**config.mk**
```make
export PLATFORM = sky130hd
export DESIGN_NAME = error_classifier
export DESIGN_NICKNAME = d
export VERILOG_FILES = /design/src/err_class_pkg.sv /design/src/err_code_if.sv /design/src/error_classifier.sv /design/src/setup_timer.sv
export SDC_FILE = /design/constraint.sdc
export NUM_CORES = 1
export LEC_CHECK = 0
export ABC_AREA = 0
export BUFFER_PORTS_ARGS = -buffer_cell sky130_fd_sc_hd__clkbuf_2
export CAP_MARGIN = 20
export CORE_UTILIZATION = 50
export CTS_BUF_LIST = sky130_fd_sc_hd__clkbuf_8
export CTS_CLUSTER_DIAMETER = 50
export DETAILED_ROUTE_END_ITERATION = 12
export PLACE_DENSITY = 0.81
export SLEW_MARGIN = 5
export SYNTH_ARGS = -nofsm -noshare
export SYNTH_HDL_FRONTEND = slang
export SYNTH_SLANG_ARGS = --single-unit
```
**constraint.sdc**
```tcl
create_clock -name clock -period 1.7 [get_ports clock]
set_input_delay 0.17 -clock clock [delete_from_list [all_inputs] [get_ports clock]]
set_output_delay 0.17 -clock clock [all_outputs]
set_load 0.03 [all_outputs]
```
**src/err_class_pkg.sv**
```systemverilog
// How it works
// - missing key gives release with 3/2; key not yet valid gives 3/4
// - other key management fault gives release with 3/3
// - unsupported requested safety feature gives release with 3/29
// - mac fault reason 4: sub 1 report, 2 and 4 release, 3 transport release
// - replayed authentication unit after establishment gives release with 5/1
// - direction flag checked only after good mac, never for au1 or di units
// - good mac with wrong direction flag gives release
// - direction flag fault reason 6: 0-for-1 is sub 1, 1-for-0 is sub 2 if connect given, else 127
// - set-up timeout before ar gives release with 7/3
// - invalid field 8/1 and malformed au1 8/5 are rejected silently
// - responder identity not acceptable in au2 gives release with 8/4
// - call to unspecified centre accepts any candidate centre identity
// - sequence faults reason 9: subs 1 and 3 release, sub 2 transport release
// - length fault reason 10: au1 reject, au3 transport, au2/dt/ar release
// - code 127 when no fitting code exists or the chosen code is undefined
// - reason codes 12 to 126 are never emitted; 128 up are implementation use
// - sub-reasons under implementation reasons are passed as implementation defined
// - release faults use release indication, internal faults the optional report
// - a transport release request always goes with a di unit
// - set-up supervision timeout is 40 s
`default_nettype none
package err_class_pkg;
	typedef enum logic [2:0] {
		unit_au1, unit_au2, unit_au3, unit_ar, unit_dt, unit_di, unit_other
	} unit_kind_t;
	localparam logic [7:0] reason_key = 8'h03;
	localparam logic [7:0] reason_mac = 8'h04;
	localparam logic [7:0] reason_replay = 8'h05;
	localparam logic [7:0] reason_flag = 8'h06;
	localparam logic [7:0] reason_timeout = 8'h07;
	localparam logic [7:0] reason_field = 8'h08;
	localparam logic [7:0] reason_sequence = 8'h09;
	localparam logic [7:0] reason_length = 8'h0a;
	localparam logic [7:0] code_unknown = 8'h7f;
	localparam logic [7:0] reserved_low = 8'h0c;
	localparam logic [7:0] reserved_high = 8'h7e;
	localparam logic [7:0] sub_1 = 8'h01;
	localparam logic [7:0] sub_2 = 8'h02;
	localparam logic [7:0] sub_3 = 8'h03;
	localparam logic [7:0] sub_4 = 8'h04;
	localparam logic [7:0] sub_5 = 8'h05;
	localparam logic [7:0] sub_8 = 8'h08;
	localparam logic [7:0] sub_29 = 8'h1d;
	// one-hot action bit positions
	localparam int act_release = 0;
	localparam int act_report = 1;
	localparam int act_transport = 2;
	localparam int act_reject = 3;
	localparam logic [3:0] action_none = 4'h0;
	localparam int clock_hz = 20000000;
	localparam int estab_timeout_s = 40;
	localparam longint estab_cycles = longint'(estab_timeout_s) * longint'(clock_hz);
	localparam int timer_width = 30;
endpackage : err_class_pkg
`default_nettype wire

```
**src/err_code_if.sv**
```systemverilog
`default_nettype none
interface err_code_if;
	logic hit;
	logic [7:0] reason;
	logic [7:0] sub_reason;
	logic [3:0] action;
	modport source (output hit, output reason, output sub_reason, output action);
	modport sink (input hit, input reason, input sub_reason, input action);
endinterface : err_code_if
`default_nettype wire

```
**src/error_classifier.sv**
```systemverilog
`default_nettype none
module error_classifier #(
	parameter longint estab_limit = err_class_pkg::estab_cycles
) (
	input wire logic clock,
	input wire logic reset_n,
	input wire logic [2:0] unit_kind,
	input wire logic length_fault,
	input wire logic mac_fault,
	input wire logic flag_check,
	input wire logic flag_value,
	input wire logic flag_expected,
	input wire logic field_fault,
	input wire logic au1_struct_fault,
	input wire logic identity_check,
	input wire logic identity_match,
	input wire logic centre_unspecified,
	input wire logic candidate_match,
	input wire logic sequence_fault,
	input wire logic replay_fault,
	input wire logic connect_given,
	input wire logic key_missing,
	input wire logic key_invalid,
	input wire logic key_other_fault,
	input wire logic feature_unsupported,
	input wire logic setup_start,
	input wire logic ar_received,
	input wire logic local_valid,
	input wire logic [7:0] local_reason,
	input wire logic [7:0] local_sub_reason,
	input wire logic [3:0] local_action,
	output logic code_valid,
	output logic [7:0] reason,
	output logic [7:0] sub_reason,
	output logic [3:0] action,
	output logic user_release_indication,
	output logic user_error_report,
	output logic transport_release_request,
	output logic send_di_unit,
	output logic unit_rejected
);
	localparam logic [3:0] a_rel = 4'(1 << err_class_pkg::act_release);
	localparam logic [3:0] a_rep = 4'(1 << err_class_pkg::act_report);
	localparam logic [3:0] a_tr = 4'(1 << err_class_pkg::act_transport);
	localparam logic [3:0] a_rej = 4'(1 << err_class_pkg::act_reject);

	typedef enum logic [1:0] {idle, waiting_ar} setup_state_t;
	setup_state_t state_reg, state_next;

	err_code_if pick();
	logic timeout_hit;

	setup_timer #(.limit_cycles(estab_limit)) timer_i (
		.clock(clock),
		.reset_n(reset_n),
		.start(setup_start),
		.stop(ar_received),
		.expired(timeout_hit)
	);

	wire logic is_au1 = unit_kind == 3'(err_class_pkg::unit_au1);
	wire logic is_au2 = unit_kind == 3'(err_class_pkg::unit_au2);
	wire logic is_au3 = unit_kind == 3'(err_class_pkg::unit_au3);
	wire logic is_ar = unit_kind == 3'(err_class_pkg::unit_ar);
	wire logic is_dt = unit_kind == 3'(err_class_pkg::unit_dt);
	wire logic is_di = unit_kind == 3'(err_class_pkg::unit_di);
	wire logic is_auth = is_au1 || is_au2 || is_au3 || is_ar;

	// flag only judged on units that passed the mac and carry one
	wire logic flag_fault = flag_check && !mac_fault && !length_fault &&
		!is_au1 && !is_di && (flag_value != flag_expected);
	wire logic ident_ok = centre_unspecified ? candidate_match : identity_match;
	wire logic ident_fault = identity_check && is_au2 && !ident_ok;
	wire logic any_field = field_fault || (is_au1 && au1_struct_fault) || ident_fault;
	wire logic replay_hit = replay_fault && is_auth && !sequence_fault;
	wire logic key_hit = key_missing || key_invalid || key_other_fault;

	function automatic logic [7:0] clean_reason(input logic [7:0] r);
		if (r >= err_class_pkg::reserved_low && r <= err_class_pkg::reserved_high) begin
			clean_reason = err_class_pkg::code_unknown;
		end else begin
			clean_reason = r;
		end
	endfunction : clean_reason

	// fixed check order, first hit wins
	always_comb begin
		pick.hit = 1'b1;
		pick.reason = err_class_pkg::code_unknown;
		pick.sub_reason = err_class_pkg::code_unknown;
		pick.action = a_rel;
		if (length_fault) begin
			pick.reason = err_class_pkg::reason_length;
			if (is_au1) begin
				pick.sub_reason = err_class_pkg::sub_1;
				pick.action = a_rej;
			end else if (is_au2) begin
				pick.sub_reason = err_class_pkg::sub_2;
			end else if (is_au3) begin
				pick.sub_reason = err_class_pkg::sub_3;
				pick.action = a_tr;
			end else if (is_dt) begin
				pick.sub_reason = err_class_pkg::sub_5;
			end else if (is_ar) begin
				pick.sub_reason = err_class_pkg::sub_8;
			end
		end else if (mac_fault) begin
			pick.reason = err_class_pkg::reason_mac;
			if (is_au2) begin
				pick.sub_reason = err_class_pkg::sub_2;
			end else if (is_au3) begin
				pick.sub_reason = err_class_pkg::sub_3;
				pick.action = a_tr;
			end else if (is_ar) begin
				pick.sub_reason = err_class_pkg::sub_4;
			end else begin
				pick.sub_reason = err_class_pkg::sub_1;
				pick.action = a_rep;
			end
		end else if (flag_fault) begin
			pick.reason = err_class_pkg::reason_flag;
			pick.sub_reason = flag_value ? err_class_pkg::sub_2 : err_class_pkg::sub_1;
			if (flag_value && !connect_given) begin
				pick.sub_reason = err_class_pkg::code_unknown;
			end
		end else if (any_field) begin
			pick.reason = err_class_pkg::reason_field;
			pick.action = a_rej;
			if (ident_fault) begin
				pick.sub_reason = err_class_pkg::sub_4;
				pick.action = a_rel;
			end else if (is_au1 && au1_struct_fault) begin
				pick.sub_reason = err_class_pkg::sub_5;
			end else begin
				pick.sub_reason = err_class_pkg::sub_1;
			end
		end else if (sequence_fault) begin
			pick.reason = err_class_pkg::reason_sequence;
			if (is_au1) begin
				pick.sub_reason = err_class_pkg::sub_1;
			end else if (is_au2) begin
				pick.sub_reason = err_class_pkg::sub_2;
				pick.action = a_tr;
			end else if (is_au3) begin
				pick.sub_reason = err_class_pkg::sub_3;
			end
		end else if (replay_hit) begin
			pick.reason = err_class_pkg::reason_replay;
			pick.sub_reason = err_class_pkg::sub_1;
		end else if (key_hit) begin
			pick.reason = err_class_pkg::reason_key;
			if (key_missing) begin
				pick.sub_reason = err_class_pkg::sub_2;
			end else if (key_invalid) begin
				pick.sub_reason = err_class_pkg::sub_4;
			end else begin
				pick.sub_reason = err_class_pkg::sub_3;
			end
		end else if (feature_unsupported) begin
			pick.reason = err_class_pkg::reason_key;
			pick.sub_reason = err_class_pkg::sub_29;
		end else if (timeout_hit && state_reg == waiting_ar) begin
			pick.reason = err_class_pkg::reason_timeout;
			pick.sub_reason = err_class_pkg::sub_3;
		end else if (local_valid) begin
			pick.reason = clean_reason(local_reason);
			pick.sub_reason = local_sub_reason;
			pick.action = (local_action == a_rel || local_action == a_rep ||
				local_action == a_tr || local_action == a_rej) ? local_action : a_rep;
		end else begin
			pick.hit = 1'b0;
			pick.action = err_class_pkg::action_none;
		end
	end

	always_comb begin
		state_next = state_reg;
		case (state_reg)
			idle: begin
				if (setup_start) begin
					state_next = waiting_ar;
				end
			end
			waiting_ar: begin
				if (ar_received || timeout_hit) begin
					state_next = idle;
				end
			end
			default: begin
				state_next = idle;
			end
		endcase
	end

	always_ff @(posedge clock) begin
		if (!reset_n) begin
			state_reg <= idle;
		end else begin
			state_reg <= state_next;
		end
	end

	always_ff @(posedge clock) begin
		if (!reset_n) begin
			code_valid <= 1'b0;
			reason <= 8'h00;
			sub_reason <= 8'h00;
			action <= err_class_pkg::action_none;
		end else begin
			code_valid <= pick.hit;
			reason <= pick.hit ? pick.reason : 8'h00;
			sub_reason <= pick.hit ? pick.sub_reason : 8'h00;
			action <= pick.hit ? pick.action : err_class_pkg::action_none;
		end
	end

	always_ff @(posedge clock) begin
		if (!reset_n) begin
			user_release_indication <= 1'b0;
			user_error_report <= 1'b0;
			transport_release_request <= 1'b0;
			send_di_unit <= 1'b0;
			unit_rejected <= 1'b0;
		end else begin
			user_release_indication <= pick.hit && pick.action[err_class_pkg::act_release];
			user_error_report <= pick.hit && pick.action[err_class_pkg::act_report];
			transport_release_request <= pick.hit && pick.action[err_class_pkg::act_transport];
			send_di_unit <= pick.hit && pick.action[err_class_pkg::act_transport];
			unit_rejected <= pick.hit && pick.action[err_class_pkg::act_reject];
		end
	end
endmodule : error_classifier
`default_nettype wire

```
**src/setup_timer.sv**
```systemverilog
`default_nettype none
module setup_timer #(
	parameter longint limit_cycles = err_class_pkg::estab_cycles
) (
	input wire logic clock,
	input wire logic reset_n,
	input wire logic start,
	input wire logic stop,
	output logic expired
);
	localparam int tw = err_class_pkg::timer_width;
	logic [tw-1:0] count_reg;
	logic running_reg;
	wire logic at_limit = running_reg && (count_reg == tw'(limit_cycles - 1));
	// a fresh start beats expiry so the new set-up stays supervised
	always_ff @(posedge clock) begin
		if (!reset_n || stop) begin
			running_reg <= 1'b0;
			count_reg <= '0;
		end else if (start) begin
			running_reg <= 1'b1;
			count_reg <= '0;
		end else if (at_limit) begin
			running_reg <= 1'b0;
			count_reg <= '0;
		end else if (running_reg) begin
			count_reg <= count_reg + 1'b1;
		end
	end
	always_ff @(posedge clock) begin
		if (!reset_n) begin
			expired <= 1'b0;
		end else begin
			expired <= at_limit && !stop && !start;
		end
	end
endmodule : setup_timer
`default_nettype wire

```
==> qor.txt <==
status: finished, violations left
failing checks: setup timing
count of final hold-check violations: 0
Clock Skews: 0.00935 ns
final period utilization: 106%
leading area contributor after synthesis: dfxtp_1
Clock transition at path regs: 0.07 ns
Cell variety after synth: 57
share of the synthesized area in the top cell type: 38.9%
CTS buffer count: 9
Starting Density: 52.9%
GRT overflow: 0
count of final setup violators: 30
Syn-to-layout area delta: 35.5%
maximum number of pins on one net before global-route repair: 17
Total Routing Usage GR: 25.8%
HP Class: in -> reg
number of global-route vias before repair: 2933
CP endpoint kind: flop
vias: 3034
actual transition at the worst max-transition pin: 0.541 ns
Worst VDD drop: 0.000456 V
min Tclk post-route: 1.80 ns
NumNets Final: 510
CTS sink cnt: 58
CTS max path bufs: 2
Syn Nets: 400
hold path cells: 3
max-cap violations: 0
relative slew slack: 64.0%
Reg2Reg Depth: 7
Die Ht: 79.3 um
proportion of layout cells with a drive suffix above 1: 34.6%
drt via density: 5.62
Synth area leaders: dfxtp_1, xor2_1, nor2_1
Die ar.: 0.00628 mm^2
post-route setup slack: -0.0984 ns
yosys warns: 0
io pins: 72
mean area per synthesized cell: 8.46 um^2
Buffers on Ports: 71
critical path data arrival time: 2.02 ns
critical path class: reg -> reg
flip-flop and latch count after synthesis: 58
post-synthesis instance area: 0.00299 mm^2
RSZ-0062 raised after global routing: true
Power Density: 758 mW/mm^2
htree depth: 3
WHS: 0.0417 ns
CTS tree: done
DRC: 0
TritonRoute pass-1 iters: 4
max reg flops: 30
ys async rst share: 0%
standard-cell rows: 27
core area: 0.00564 mm^2
critical-path maximum fanout: 15
Pins Over Slew Limit: 0
clk_lat worst skew: 0.33 ns
Post-synth EDFFs: 0
Place WS: -0.102 ns
DR iter-0 viols: 157
top-count cell post-synth: dfxtp_1
Antenna Cells: 0
Routed WL per cell: 14.9 um
first-pass GRT wire length: 12600 um
placer congestion estimate: 0.985
number of routed nets with antenna violations: 0
worst endpoint required time: 1.92 ns
LEAKAGE: 0.00163 uW
total wire length: 8050 um
Die Wd: 79.3 um
number of fill cells in the layout: 442
commonest cells in the synthesized netlist: dfxtp_1, nor2_1, xor2_1
initial antenna violation count: 0
critical path launch point type: flop
FMAX: 0.556 GHz
clock root cell: clkbuf_8
Post-DP HPWL: 5690 um
Syn Inst Count: 353
Main synth FF type: dfxtp_1
register area share after synthesis: 38.9%
==> layer usage <==
layer	GRT usage (%)	share of wire, %	vias up
li1	-	-	1491
met1	29.2	40	1417
met2	44.1	51	96
met3	6.67	4.3	30
met4	13.8	4.3	0
met5	0	0	-
==> final cells by class <==
class | count | area [um^2] | share of cell area [%]
Inverter | 9 | 33.8 | 0.835
Timing Repair Buffer | 116 | 756 | 18.7
Sequential cell | 58 | 1160 | 28.7
Tap cell | 72 | 90.1 | 2.23
Clock buffer | 9 | 124 | 3.06
Clock inverter | 7 | 70.1 | 1.73
Multi-Input combinational cell | 269 | 1810 | 44.7
==> cell usage in the layout (no fill, tap or decap), types with 3 or more instances in the layout <==
master      synthesis  routed
a21oi_1            16      15
and4_1              4       4
nand2_1            22      21
dfxtp_1            58      57
xor2_1             27      26
nand3_1            14      14
nor4_4              2       3
inv_1               9       9
and3_1              6       6
clkinvlp_4          0       4
o21ai_0            10      10
nor2_2              0       5
nand2b_1            9       9
buf_4               2      41
nor2_4              0       8
clkbuf_8            0       9
and2_1              3       3
nor4_1              5       3
nor4b_1             4       4
nand4_1            16      16
nor3_1              8       7
nor2b_1             4       4
o211ai_1            4       4
a31oi_1             6       6
o2111ai_1           3       3
nor2_1             57      44
clkbuf_2            0      71
nor3b_1             4       4
xnor2_1             5       5
mux2i_1             4       4
a211oi_1            3       3
==> through the flow <==
step | util (%) | cell area [um^2] | power [uW] | setup TNS (ns) | cells
after floorplan | - | 2990 | 1660 | 0 | 353
after global placement | 64.5 | 3640 | 1820 | -0.112 | 518
after detailed placement | 64.5 | 3640 | 1830 | -3.00 | 518
after CTS | 68.8 | 3880 | 3070 | -0.746 | 536
after global routing | 71.7 | 4050 | 3190 | -3.93 | 540
final | 71.7 | 4050 | 3070 | -2.49 | 540
==> kinds of logic (layout without fill, tap and decap cells) <==
family                     Yosys count  count (layout)  synth area share [%]
and+or+nand+nor                    167             167                  30.5
muxes                                4               4                  1.34
xor gates and xnor gates            32              32                  9.39
adders and majority gates            2               2                 0.754
AOI/OAI and AO/OA                   64              64                  14.8
DFF                                 58              58                  38.9
buffers and inverters               26             141                  4.36
==> power by group <==
group          switching [uW]  internal [uW]  total [uW]
sequential               10.9           1390        1400
clock                     566            670        1240
combinational             252            178         430
==> critical path, cell delays in order (launching register included) <==
cell	delay, ns
dfxtp_2	0.33
or4b_4	0.56
nor4_4	0.16
nand4_1	0.18
nand2_2	0.14
buf_4	0.13
buf_12	0.13
nor2_1	0.05
==> worst paths after layout <==
kind / from / to / slack, ns
worst min-delay path: local_sub_reason[7] / sub_reason[7] / 0.04
worst max-delay path: timer_i.count_reg[28] / timer_i.count_reg[26] / -0.1
worst max register to register: timer_i.count_reg[28] / timer_i.count_reg[26] / -0.1
worst min register to register: timer_i.count_reg[9] / timer_i.count_reg[9] / 0.53
==> repair_timing <==
item	in CTS	in global routing
cloned	1	1
endpoints found under the setup margin	32	32
gates resized for setup	2	29
hold buffers	0	0
setup buffers	1	3
pin swaps	3	11
Power figures use the tool's default switching activity.
